**src/pkg/lbs_pkg.sv**
```systemverilog
// Purpose: Shared constants and types for the LED brightness shaper
// Assumes: 200 MHz core clock, three LED channels
// Notes:   Duty levels are carried in whole percent, 0 to 100
package lbs_pkg;

  localparam int unsigned LED_N = 3;

  //////////////////////////////////////////////////////////////////////////////
  // Register map
  localparam logic [7:0] OFS_P1_DUTY = 8'h90;
  localparam logic [7:0] OFS_P2_DUTY = 8'h91;
  localparam logic [7:0] OFS_BR_DUTY = 8'h92;
  localparam logic [7:0] OFS_DR_DUTY = 8'h93;
  localparam logic [7:0] OFS_RAMP    = 8'h94;
  localparam logic [7:0] OFS_HOLD    = 8'h95;
  localparam logic [7:0] OFS_STAT    = 8'h96;

  localparam logic [2:0] IDX_P1   = 3'(OFS_P1_DUTY - OFS_P1_DUTY);
  localparam logic [2:0] IDX_P2   = 3'(OFS_P2_DUTY - OFS_P1_DUTY);
  localparam logic [2:0] IDX_BR   = 3'(OFS_BR_DUTY - OFS_P1_DUTY);
  localparam logic [2:0] IDX_DR   = 3'(OFS_DR_DUTY - OFS_P1_DUTY);
  localparam logic [2:0] IDX_RAMP = 3'(OFS_RAMP - OFS_P1_DUTY);
  localparam logic [2:0] IDX_HOLD = 3'(OFS_HOLD - OFS_P1_DUTY);

  localparam logic [7:0] DUTY_RST  = 8'hF0;
  localparam logic [7:0] ZERO_RST  = 8'h00;
  localparam logic [7:0] RAMP_MASK = 8'h3F;
  localparam logic [7:0] HOLD_MASK = 8'h7F;
  localparam logic [5:0][7:0] REGS_RST = {ZERO_RST, ZERO_RST, DUTY_RST,
                                          DUTY_RST, DUTY_RST, DUTY_RST};

  // Field positions
  localparam int unsigned TOP_LSB   = 4;
  localparam int unsigned FLOOR_LSB = 0;
  localparam int unsigned RISE_LSB  = 3;
  localparam int unsigned FALL_LSB  = 0;
  localparam int unsigned GAP_LSB   = 4;
  localparam int unsigned HOLDC_LSB = 0;

  // Behaviour codes on the mode inputs
  localparam logic [1:0] MODE_DIRECT  = 2'h0;
  localparam logic [1:0] MODE_PULSE1  = 2'h1;
  localparam logic [1:0] MODE_PULSE2  = 2'h2;
  localparam logic [1:0] MODE_BREATHE = 2'h3;

  //////////////////////////////////////////////////////////////////////////////
  // Timing
  localparam int unsigned CLK_NS         = 5;
  localparam int unsigned PWM_PERIOD_NS  = 500000;
  localparam int unsigned PWM_STEPS      = 100;
  localparam int unsigned SLOT_CYC       = PWM_PERIOD_NS / PWM_STEPS / CLK_NS;
  localparam int unsigned TICK_NS        = 100000;
  localparam int unsigned TICK_CYC       = TICK_NS / CLK_NS;
  localparam int unsigned TICKS_PER_MS   = 1000000 / TICK_NS;
  localparam int unsigned RAMP_STEP_MS   = 250;
  localparam int unsigned TOP_TIME_MS    = 2000;
  localparam int unsigned LONG_BASE_MS   = 2500;
  localparam int unsigned LONG_STEP_MS   = 500;
  localparam int unsigned MAX_HOLD_MS    = 5000;
  localparam int unsigned PERIOD_UNIT_MS = 32;

  localparam logic [15:0] RAMP_STEP_T = 16'(RAMP_STEP_MS * TICKS_PER_MS);
  localparam logic [15:0] TOP_TIME_T  = 16'(TOP_TIME_MS * TICKS_PER_MS);
  localparam logic [15:0] LONG_BASE_T = 16'(LONG_BASE_MS * TICKS_PER_MS);
  localparam logic [15:0] LONG_STEP_T = 16'(LONG_STEP_MS * TICKS_PER_MS);
  localparam logic [15:0] MAX_HOLD_T  = 16'(MAX_HOLD_MS * TICKS_PER_MS);
  localparam logic [14:0] HALF_UNIT_T = 15'(PERIOD_UNIT_MS * TICKS_PER_MS / 2);

  localparam logic [2:0] STEP_TOP_CODE  = 3'h7;
  localparam logic [3:0] HOLD_LONG_CODE = 4'h8;
  localparam logic [3:0] HOLD_LAST_CODE = 4'hC;
  localparam logic [6:0] PERIOD_MIN     = 7'h02;

  // Percent for each top code, code 15 first
  localparam logic [6:0] PCT_FULL = 7'h64;
  localparam logic [15:0][6:0] TOP_PCT = {
    PCT_FULL, 7'h4D, 7'h3F, 7'h35, 7'h2E, 7'h28, 7'h23, 7'h1E,
    7'h1A,    7'h17, 7'h14, 7'h11, 7'h0E, 7'h0B, 7'h09, 7'h07};

  //////////////////////////////////////////////////////////////////////////////
  // Types
  typedef enum logic [2:0] {PH_IDLE, PH_RISE, PH_HOLD, PH_FALL, PH_GAP} lbs_phase_t;

  typedef struct packed {
    logic [7:0] addr;
    logic [7:0] wdata;
    logic       wr;
    logic       rd;
  } lbs_bus_t;

  typedef struct packed {
    logic [6:0] pulse_one_period;
    logic [6:0] pulse_two_period;
    logic [6:0] breathe_period;
    logic [2:0] pulse_one_count;
    logic [2:0] pulse_two_count;
  } lbs_pattern_t;

  typedef struct packed {
    logic       tick;
    logic [6:0] pct;
  } lbs_time_t;

  typedef struct packed {
    logic [19:0] slot_cnt;
    logic [19:0] tick_cnt;
    logic [6:0]  pct;
    logic        tick;
  } lbs_tb_state_t;

  typedef struct packed {
    logic [5:0][7:0]        regs;
    lbs_phase_t [LED_N-1:0] phase;
    logic [LED_N-1:0][6:0]  level;
    logic [LED_N-1:0][14:0] acc;
    logic [LED_N-1:0][15:0] wait_cnt;
    logic [LED_N-1:0][6:0]  snap_top;
    logic [LED_N-1:0][6:0]  snap_floor;
    logic [LED_N-1:0][2:0]  left;
    logic [LED_N-1:0]       act_prev;
    logic [LED_N-1:0]       pwm;
    logic [7:0]             rdata;
  } lbs_state_t;

endpackage : lbs_pkg

```
**src/rtl/lbs_timebase.sv**
```systemverilog
// Purpose: PWM slot counter and 0.1 ms tick for the shaper
// Assumes: Counts fit in 20 bits
// Notes:   Carrier period is fixed, never touched by duty or period settings
`timescale 1ns/1ps
module lbs_timebase #(
  parameter int unsigned SLOT_CYC = lbs_pkg::SLOT_CYC,
  parameter int unsigned TICK_CYC = lbs_pkg::TICK_CYC
) (
  // Clock and reset
  input  wire logic              core_clk_in,
  input  wire logic              arst_n_in,
  // Time base
  output lbs_pkg::lbs_time_t     time_out
);

  lbs_pkg::lbs_tb_state_t s_reg;
  lbs_pkg::lbs_tb_state_t s_next;

  always_comb begin
    s_next      = s_reg;
    s_next.tick = 1'b0;
    if (s_reg.slot_cnt == 20'(SLOT_CYC - 1)) begin
      s_next.slot_cnt = 20'h00000;
      if (s_reg.pct == 7'(lbs_pkg::PWM_STEPS - 1)) begin
        s_next.pct = 7'h00;
      end else begin
        s_next.pct = 7'(s_reg.pct + 7'h01);
      end
    end else begin
      s_next.slot_cnt = 20'(s_reg.slot_cnt + 20'h00001);
    end
    if (s_reg.tick_cnt == 20'(TICK_CYC - 1)) begin
      s_next.tick_cnt = 20'h00000;
      s_next.tick     = 1'b1;
    end else begin
      s_next.tick_cnt = 20'(s_reg.tick_cnt + 20'h00001);
    end
  end

  always_ff @(posedge core_clk_in or negedge arst_n_in) begin
    if (!arst_n_in) begin
      s_reg <= '0;
    end else begin
      s_reg <= s_next;
    end
  end

  assign time_out = '{tick: s_reg.tick, pct: s_reg.pct};
endmodule : lbs_timebase

```
**src/rtl/lbs_shaper.sv**
```systemverilog
// Purpose: Duty limits, ramps and hold delays for three LED PWM outputs
// Assumes: Behaviour mode, drive and polarity come from the LED control logic
// Notes:   Register port answers reads one cycle later, never stalls
//
// The implementer's own choice: strobed register access.
`timescale 1ns/1ps
// Contract
// - Top nibble selects maximum duty percent
// - Low nibble selects minimum duty percent
// - Four duty pairs, each resetting to F0
// - Ramp minimum up to maximum, back down
// - Direct mode duty writes act at once
// - Other modes take duty on re-activation; idle level follows the live floor
// - Rise field bits 5:3 sets ramp-up time
// - Fall field bits 2:0 sets ramp-down time
// - Hold at maximum; inverted polarity flips output
// - Breathe gap after each pulse, bits 6:4
// - Direct turn-off delay precedes ramp-down
// - Four-bit turn-off delay decode up to 5s
// - One turn-off delay shared by direct LEDs
// - Direct waveform combines all settings
// - Period in 32ms units, codes 0,1 equal
// - PWM carrier fixed near two kilohertz
module lbs_shaper #(
  parameter int unsigned SLOT_CYC = lbs_pkg::SLOT_CYC,
  parameter int unsigned TICK_CYC = lbs_pkg::TICK_CYC
) (
  // Clock and reset
  input  wire logic                   core_clk_in,
  input  wire logic                   arst_n_in,
  // Register port
  input  wire lbs_pkg::lbs_bus_t      bus_in,
  output logic [7:0]                  rd_data_out,
  // Per-LED behaviour controls and shared pattern settings
  input  wire logic [2:0][1:0]        led_mode_in,
  input  wire logic [2:0]             led_drive_in,
  input  wire logic [2:0]             led_polarity_select_in,
  input  wire lbs_pkg::lbs_pattern_t  pattern_in,
  // LED outputs
  output logic [2:0]                  led_pwm_out
);

  //////////////////////////////////////////////////////////////////////////////
  // Decode helpers

  function automatic logic [6:0] top_pct(input logic [3:0] code);
    return lbs_pkg::TOP_PCT[code];
  endfunction : top_pct

  // Floor table is the top table shifted by one code
  function automatic logic [6:0] floor_pct(input logic [3:0] code);
    if (code == 4'h0) begin
      return 7'h00;
    end
    return lbs_pkg::TOP_PCT[4'(code - 4'h1)];
  endfunction : floor_pct

  function automatic logic [15:0] step_ticks(input logic [2:0] code);
    if (code == lbs_pkg::STEP_TOP_CODE) begin
      return lbs_pkg::TOP_TIME_T;
    end
    return 16'(16'(code) * lbs_pkg::RAMP_STEP_T);
  endfunction : step_ticks

  function automatic logic [15:0] hold_ticks(input logic [3:0] code);
    if (code < lbs_pkg::HOLD_LONG_CODE) begin
      return step_ticks(code[2:0]);
    end else if (code <= lbs_pkg::HOLD_LAST_CODE) begin
      return 16'(lbs_pkg::LONG_BASE_T +
                 16'(16'(code - lbs_pkg::HOLD_LONG_CODE) * lbs_pkg::LONG_STEP_T));
    end
    return lbs_pkg::MAX_HOLD_T;
  endfunction : hold_ticks

  // Half the period, one ramp direction of a pulse or breath
  function automatic logic [14:0] half_period(input logic [6:0] code);
    logic [14:0] c;
    c = 15'((code < lbs_pkg::PERIOD_MIN) ? 7'h01 : code);
    return 15'(c * lbs_pkg::HALF_UNIT_T);
  endfunction : half_period

  function automatic logic [2:0] duty_idx(input logic [1:0] md);
    unique case (md)
      lbs_pkg::MODE_DIRECT: return lbs_pkg::IDX_DR;
      lbs_pkg::MODE_PULSE1: return lbs_pkg::IDX_P1;
      lbs_pkg::MODE_PULSE2: return lbs_pkg::IDX_P2;
      default:              return lbs_pkg::IDX_BR;
    endcase
  endfunction : duty_idx

  function automatic logic reg_hit(input logic [7:0] addr);
    return (addr >= lbs_pkg::OFS_P1_DUTY) && (addr <= lbs_pkg::OFS_HOLD);
  endfunction : reg_hit

  function automatic logic [2:0] reg_idx(input logic [7:0] addr);
    return 3'(addr - lbs_pkg::OFS_P1_DUTY);
  endfunction : reg_idx

  // Fractional stepping: carry bit on top, new remainder below
  function automatic logic [15:0] ramp_acc(input logic [14:0] acc,
                                           input logic [6:0]  span,
                                           input logic [14:0] n);
    logic [15:0] sum;
    sum = 16'(acc) + 16'(span);
    if (sum >= 16'(n)) begin
      return {1'b1, 15'(sum - 16'(n))};
    end
    return {1'b0, sum[14:0]};
  endfunction : ramp_acc

  //////////////////////////////////////////////////////////////////////////////
  // Time base

  lbs_pkg::lbs_time_t tm;

  lbs_timebase #(
    .SLOT_CYC (SLOT_CYC),
    .TICK_CYC (TICK_CYC)
  ) u_timebase (
    .core_clk_in (core_clk_in),
    .arst_n_in   (arst_n_in),
    .time_out    (tm)
  );

  //////////////////////////////////////////////////////////////////////////////
  // State

  lbs_pkg::lbs_state_t s_reg;
  lbs_pkg::lbs_state_t s_next;

  logic [7:0] ramp_reg;
  logic [7:0] hold_reg;
  logic [3:0] direct_hold_code;
  logic [2:0] breathe_gap_code;

  assign ramp_reg         = s_reg.regs[lbs_pkg::IDX_RAMP];
  assign hold_reg         = s_reg.regs[lbs_pkg::IDX_HOLD];
  assign direct_hold_code = hold_reg[lbs_pkg::HOLDC_LSB +: 4];
  assign breathe_gap_code = hold_reg[lbs_pkg::GAP_LSB +: 3];

  always_comb begin
    logic [7:0]  duty;
    logic [6:0]  top;
    logic [6:0]  flr;
    logic [6:0]  span;
    logic [6:0]  lv;
    logic [14:0] n_up;
    logic [14:0] n_dn;
    logic [14:0] a;
    logic [15:0] step;
    logic [15:0] wt;
    logic [6:0]  per;
    logic [1:0]  md;
    logic [2:0]  busy;
    logic        act;
    logic        rose;
    logic        dir;
    duty   = 8'h00;
    top    = 7'h00;
    flr    = 7'h00;
    span   = 7'h00;
    lv     = 7'h00;
    n_up   = 15'h0000;
    n_dn   = 15'h0000;
    a      = 15'h0000;
    step   = 16'h0000;
    wt     = 16'h0000;
    per    = 7'h00;
    md     = 2'h0;
    busy   = 3'h0;
    act    = 1'b0;
    rose   = 1'b0;
    dir    = 1'b0;
    s_next = s_reg;

    // Register writes, reserved bits dropped
    if (bus_in.wr && reg_hit(bus_in.addr)) begin
      unique case (reg_idx(bus_in.addr))
        lbs_pkg::IDX_RAMP: s_next.regs[reg_idx(bus_in.addr)] = bus_in.wdata & lbs_pkg::RAMP_MASK;
        lbs_pkg::IDX_HOLD: s_next.regs[reg_idx(bus_in.addr)] = bus_in.wdata & lbs_pkg::HOLD_MASK;
        default:           s_next.regs[reg_idx(bus_in.addr)] = bus_in.wdata;
      endcase
    end

    for (int i = 0; i < lbs_pkg::LED_N; i++) begin
      md   = led_mode_in[i];
      dir  = (md == lbs_pkg::MODE_DIRECT);
      act  = led_drive_in[i];
      rose = act && !s_reg.act_prev[i];
      duty = s_reg.regs[duty_idx(md)];
      // Direct follows the live register, others the activation snapshot
      top  = dir ? top_pct(duty[lbs_pkg::TOP_LSB +: 4]) : s_reg.snap_top[i];
      flr  = dir ? floor_pct(duty[lbs_pkg::FLOOR_LSB +: 4]) : s_reg.snap_floor[i];
      span = (top > flr) ? 7'(top - flr) : 7'h00;
      unique case (md)
        lbs_pkg::MODE_PULSE1: per = pattern_in.pulse_one_period;
        lbs_pkg::MODE_PULSE2: per = pattern_in.pulse_two_period;
        default:              per = pattern_in.breathe_period;
      endcase
      n_up = dir ? 15'(step_ticks(ramp_reg[lbs_pkg::RISE_LSB +: 3])) : half_period(per);
      n_dn = dir ? 15'(step_ticks(ramp_reg[lbs_pkg::FALL_LSB +: 3])) : half_period(per);
      lv   = s_reg.level[i];
      a    = s_reg.acc[i];
      wt   = s_reg.wait_cnt[i];
      s_next.act_prev[i] = act;

      unique case (s_reg.phase[i])
        lbs_pkg::PH_IDLE: begin
          lv = floor_pct(duty[lbs_pkg::FLOOR_LSB +: 4]);
          if (dir ? act : rose) begin
            s_next.phase[i]      = lbs_pkg::PH_RISE;
            a                    = 15'h0000;
            s_next.snap_top[i]   = top_pct(duty[lbs_pkg::TOP_LSB +: 4]);
            s_next.snap_floor[i] = lv;
            if (md == lbs_pkg::MODE_PULSE1) begin
              s_next.left[i] = pattern_in.pulse_one_count;
            end else if (md == lbs_pkg::MODE_PULSE2) begin
              s_next.left[i] = pattern_in.pulse_two_count;
            end else begin
              s_next.left[i] = 3'h0;
            end
          end
        end
        lbs_pkg::PH_RISE: begin
          if (dir && !act) begin
            s_next.phase[i] = lbs_pkg::PH_HOLD;
            wt              = 16'h0000;
          end else if (lv >= top) begin
            lv = top;
            if (!dir) begin
              s_next.phase[i] = lbs_pkg::PH_FALL;
              a               = 15'h0000;
            end
          end else if (n_up == 15'h0000) begin
            lv = top;
          end else if (tm.tick) begin
            step = ramp_acc(a, span, n_up);
            a    = step[14:0];
            if (step[15]) begin
              lv = 7'(lv + 7'h01);
            end
          end
        end
        lbs_pkg::PH_HOLD: begin
          // Stays at the level reached, capped at the top, until the shared delay runs out
          if (lv > top) begin
            lv = top;
          end
          if (act) begin
            s_next.phase[i] = lbs_pkg::PH_RISE;
          end else if (wt >= hold_ticks(direct_hold_code)) begin
            s_next.phase[i] = lbs_pkg::PH_FALL;
            a               = 15'h0000;
          end else if (tm.tick) begin
            wt = 16'(wt + 16'h0001);
          end
        end
        lbs_pkg::PH_FALL: begin
          if (dir && act) begin
            s_next.phase[i] = lbs_pkg::PH_RISE;
            a               = 15'h0000;
          end else if (lv <= flr) begin
            lv = flr;
            if (!dir && (s_reg.left[i] != 3'h0)) begin
              s_next.left[i]  = 3'(s_reg.left[i] - 3'h1);
              s_next.phase[i] = lbs_pkg::PH_RISE;
              a               = 15'h0000;
            end else if ((md == lbs_pkg::MODE_BREATHE) && act) begin
              s_next.phase[i] = lbs_pkg::PH_GAP;
              wt              = 16'h0000;
            end else begin
              s_next.phase[i] = lbs_pkg::PH_IDLE;
            end
          end else if (n_dn == 15'h0000) begin
            lv = flr;
          end else if (tm.tick) begin
            step = ramp_acc(a, span, n_dn);
            a    = step[14:0];
            if (step[15]) begin
              lv = 7'(lv - 7'h01);
            end
          end
        end
        lbs_pkg::PH_GAP: begin
          lv = flr;
          if (!act) begin
            s_next.phase[i] = lbs_pkg::PH_IDLE;
          end else if (wt >= step_ticks(breathe_gap_code)) begin
            s_next.phase[i] = lbs_pkg::PH_RISE;
            a               = 15'h0000;
          end else if (tm.tick) begin
            wt = 16'(wt + 16'h0001);
          end
        end
        default: begin
          s_next.phase[i] = lbs_pkg::PH_IDLE;
        end
      endcase

      // Breathing stops as soon as the drive is withdrawn
      if ((md == lbs_pkg::MODE_BREATHE) && !act) begin
        s_next.phase[i] = lbs_pkg::PH_IDLE;
      end

      s_next.level[i]    = lv;
      s_next.acc[i]      = a;
      s_next.wait_cnt[i] = wt;
      // Inverted polarity drives the complement of the duty waveform
      s_next.pwm[i] = (tm.pct < lv) ^ !led_polarity_select_in[i];
      busy[i]       = (s_reg.phase[i] != lbs_pkg::PH_IDLE);
    end

    // Read data live for exactly one cycle
    s_next.rdata = 8'h00;
    if (bus_in.rd) begin
      if (reg_hit(bus_in.addr)) begin
        s_next.rdata = s_reg.regs[reg_idx(bus_in.addr)];
      end else if (bus_in.addr == lbs_pkg::OFS_STAT) begin
        s_next.rdata = {5'h00, busy};
      end
    end
  end

  always_ff @(posedge core_clk_in or negedge arst_n_in) begin
    if (!arst_n_in) begin
      s_reg      <= '0;
      s_reg.regs <= lbs_pkg::REGS_RST;
    end else begin
      s_reg <= s_next;
    end
  end

  assign rd_data_out = s_reg.rdata;
  assign led_pwm_out = s_reg.pwm;

  //////////////////////////////////////////////////////////////////////////////
  // Checks

  logic p1_written_reg;

  always_ff @(posedge core_clk_in or negedge arst_n_in) begin
    if (!arst_n_in) begin
      p1_written_reg <= 1'b0;
    end else if (bus_in.wr && (bus_in.addr == lbs_pkg::OFS_P1_DUTY)) begin
      p1_written_reg <= 1'b1;
    end
  end
endmodule : lbs_shaper

```
**config.mk**
```make
export PLATFORM = sky130hd
export DESIGN_NAME = lbs_shaper
export DESIGN_NICKNAME = d
export VERILOG_FILES = /design/src/pkg/lbs_pkg.sv /design/src/rtl/lbs_timebase.sv /design/src/rtl/lbs_shaper.sv
export SDC_FILE = /design/constraint.sdc
export NUM_CORES = 2
export LEC_CHECK = 0
export BUFFER_PORTS_ARGS = -buffer_cell sky130_fd_sc_hd__buf_4
export CAP_MARGIN = 20
export CORE_MARGIN = 1
export CORE_UTILIZATION = 60
export DETAILED_ROUTE_END_ITERATION = 8
export GPL_ROUTABILITY_DRIVEN = 0
export PLACE_DENSITY = 0.81
export SLEW_MARGIN = 10
export SYNTH_ARGS = -nofsm -noshare
export SYNTH_HDL_FRONTEND = slang
export SYNTH_SLANG_ARGS = --single-unit
```
**constraint.sdc**
```tcl
create_clock -name core_clk_in -period 11.01 [get_ports core_clk_in]
set_input_delay 0.5505 -clock core_clk_in [delete_from_list [all_inputs] [get_ports core_clk_in]]
set_output_delay 0.5505 -clock core_clk_in [all_outputs]
set_load 0.01 [all_outputs]
```
==> results.py <==
metrics = {
    "status": {
        "status": "finished with violations",
        "violations": "hold timing",
    },
    "run": {
        "drv_cap": 0,
    },
    "logic_synthesis": {
        "synth-main-ff-cell": "dfrtp_1",
        "synth_area_mm2": 0.0335,
        "synth-edff-count": 0,
        "synthArstFlopShare": 1.00,
        "synth_top_area_share": 0.200,
        "synthTopCellsByCount": "ha_1, nor2_1, nand2_1, a21oi_1, dfrtp_1",
        "yosysWarningCount": 0,
        "ys_types": 100,
        "post_synth.cell_area_avg_um2": 8.26,
        "synth-seq-area-share": 0.212,
        "synth-seq-cells": 284,
        "syn-instance-count": 4062,
        "synth_nets": 4562,
        "yosys.area.top_type": "dfrtp_1",
        "ys_top_cells_by_area": "dfrtp_1, ha_1, a21oi_1",
        "yosysMostFrequentCell": "ha_1",
    },
    "critical_path": {
        "worstPathRequired_ps": 11480,
        "cp_slowest_stage_delay_ps": 650,
        "critPathKind": "in -> reg",
        "start_kind": "input port",
        "cp_slowest_cell": "or4b_2",
        "worstPathMaxFanout": 9,
        "endpoint_kind": "flip-flop",
        "crit_path_frequent_cell": "ha_1",
        "cp.arrival_ps": 10870,
    },
    "cts": {
        "clk_pin_slew_ps": 70,
        "postCtsHoldBufs": 0,
        "clk_latency_ps": 610,
        "numCtsBuffers": 38,
        "clock-sinks": 284,
        "cts_root_buf": "clkbuf_16",
        "cts_tree": "built",
        "clock_path_buffers": 3,
        "ctsHtreeMaxLevel": 2,
    },
    "sta": {
        "tightestPinTransition_ps": 1210,
        "drv_slew": 0,
        "skew_ps": 48.4,
        "tns_ps": 0,
        "timing.hold.ws_ps": -31.8,
        "fmax_mhz": 96.1,
        "min_period_ps": 10400,
        "slew_headroom": 0.196,
        "setup_viol": 0,
        "finalHoldViolCount": 7,
        "post-route-period-util": 0.945,
    },
    "drt": {
        "wirelength_mm": 104,
        "route.vias.total": 32600,
        "wire_per_inst_um": 21.6,
        "vias_per_cell": 6.73,
        "first_iter_violations": 4218,
        "drc": 0,
        "drt-pass1-iter-count": 8,
        "ant_nets": 0,
    },
    "placement": {
        "dp.cells": 4767,
        "hpwlAfterDp_mm": 79.2,
        "io_buffers": 69,
    },
    "layout": {
        "layout-drive-gt1-share": 0.113,
        "n_antenna_cell": 0,
        "largest_reg_flops": 199,
        "nNetsFinal": 4567,
        "instances_no_fill": 4841,
        "syn_to_final_growth_pct": 7.92,
        "nFillCells": 4560,
        "fin_util": 0.656,
    },
    "floorplanning": {
        "dieArea_mm2": 0.0569,
        "initial_utilization": 0.608,
        "row_count": 86,
        "die_h_um": 238,
        "ios": 70,
        "die_w_um": 238,
        "coreArea_mm2": 0.0552,
    },
    "power_and_ir_drop": {
        "vdd_ir_drop_max_uv": 152,
        "design_power_total_mw": 7.48,
        "p_leak_nw": 16.3,
        "power.density_mw_per_mm2": 206,
    },
    "global_routing": {
        "grt-ovfl-total": 0,
        "grt_usage": 0.363,
        "grt_antenna_before_repair": 3,
        "grt_pass1_wl_mm": 164,
        "grt_max_degree": 101,
        "grt_pass1_vias": 30700,
    },
    "min_path": {
        "hold_path_class": "in -> async",
    },
}
[through the flow]
stage               cell area (um^2)  setup WS, ps
finish                         36200           606
global route                   36200         -16.0
CTS                            36000           504
detailed placement             34800         -27.8
global placement               34800           175
floorplan                      33500           358
[timing repair]
item                                   4_1_cts  5_1_grt
setup endpoints to repair                    0        3
setup buffers                                0        5
endpoints found under the hold margin        0        0
gates resized for setup                      0       21
[power breakdown]
part	switching [mW]	leakage [nW]	internal [mW]
logic	2.82	12.1	1.88
registers	0.263	3.61	1.21
clock network	0.538	0.613	0.763
[layer usage]
layer / vias up / routed length [um] / GRT usage
met3: 451 / 11100 / 0.0786
met2: 1859 / 45100 / 0.557
li1: 15000 / - / -
met5: - / 36 / 0
met1: 15300 / 41500 / 0.468
met4: 6 / 6650 / 0.217
[final timing paths]
kind / start / end / slack, ps / depth (start not counted)
worst min register to register: s_reg[50] / s_reg[50] / 470 / 2
min in group core_clk_in: bus_in[0] / rd_data_out[1] / 180 / 2
worst min-delay path: arst_n_in / s_reg[155] / -30 / 1
worst max register to register: s_reg[212] / led_pwm_out[1] / 620 / 45
max in group asynchronous: arst_n_in / u_timebase.s_reg[26] / 9420 / 2
worst max-delay path: led_mode_in[2] / led_pwm_out[1] / 610 / 49
[placed cells by master (no fill, tap or decap), types with 18 or more instances in the layout]
master,count
nand2_1,327
a21oi_1,279
nor2_1,345
nand2b_1,56
or2_2,28
o21ai_0,259
xnor2_1,141
buf_4,139
a31oi_1,42
a211oi_1,45
xor2_1,76
o211ai_1,29
nor2b_1,88
and2_1,31
o31a_1,18
a21o_1,72
o31ai_1,22
inv_1,219
nand4_1,64
clkbuf_16,38
ha_1,404
fa_1,33
mux2_2,101
mux2i_1,84
nor3_1,103
nor4_1,19
a22oi_1,41
dfrtp_1,268
nand3_1,106
a21boi_0,23
mux4_2,45
or3_1,32
o21a_1,39
o22ai_1,52
and3_1,48
a221oi_1,19
[worst max-delay path: cells and delay by family]
kind	cells	cell delay, ps
muxes	2	860
AOI/OAI and AO/OA	20	3490
and+or+nand+nor	13	2940
xor gates and xnor gates	2	280
buffers and inverters	5	680
adders and majority gates	7	2050
[cell families after synthesis]
family,share of synthesized area
AO/OA/AOI/OAI,0.224
XOR/XNOR,0.0574
adder cells (fa/ha/maj),0.173
buffers and inverters,0.0488
flip-flops,0.212
multiplexers,0.0899
AND/OR/NAND/NOR,0.195
[area by class of cell]
| class | instances | area (um^2) | area share |
|---|---|---|---|
| clock buffers | 52 | 1080 | 0.0299 |
| clock inverters | 14 | 185 | 0.00512 |
| inverters | 230 | 863 | 0.0238 |
| multi-input cells | 3369 | 24900 | 0.688 |
| flip-flops and latches | 284 | 7130 | 0.197 |
| well taps | 748 | 936 | 0.0259 |
| repair buffers | 144 | 1100 | 0.0303 |
Note: power is estimated with default switching activity, not from simulation.
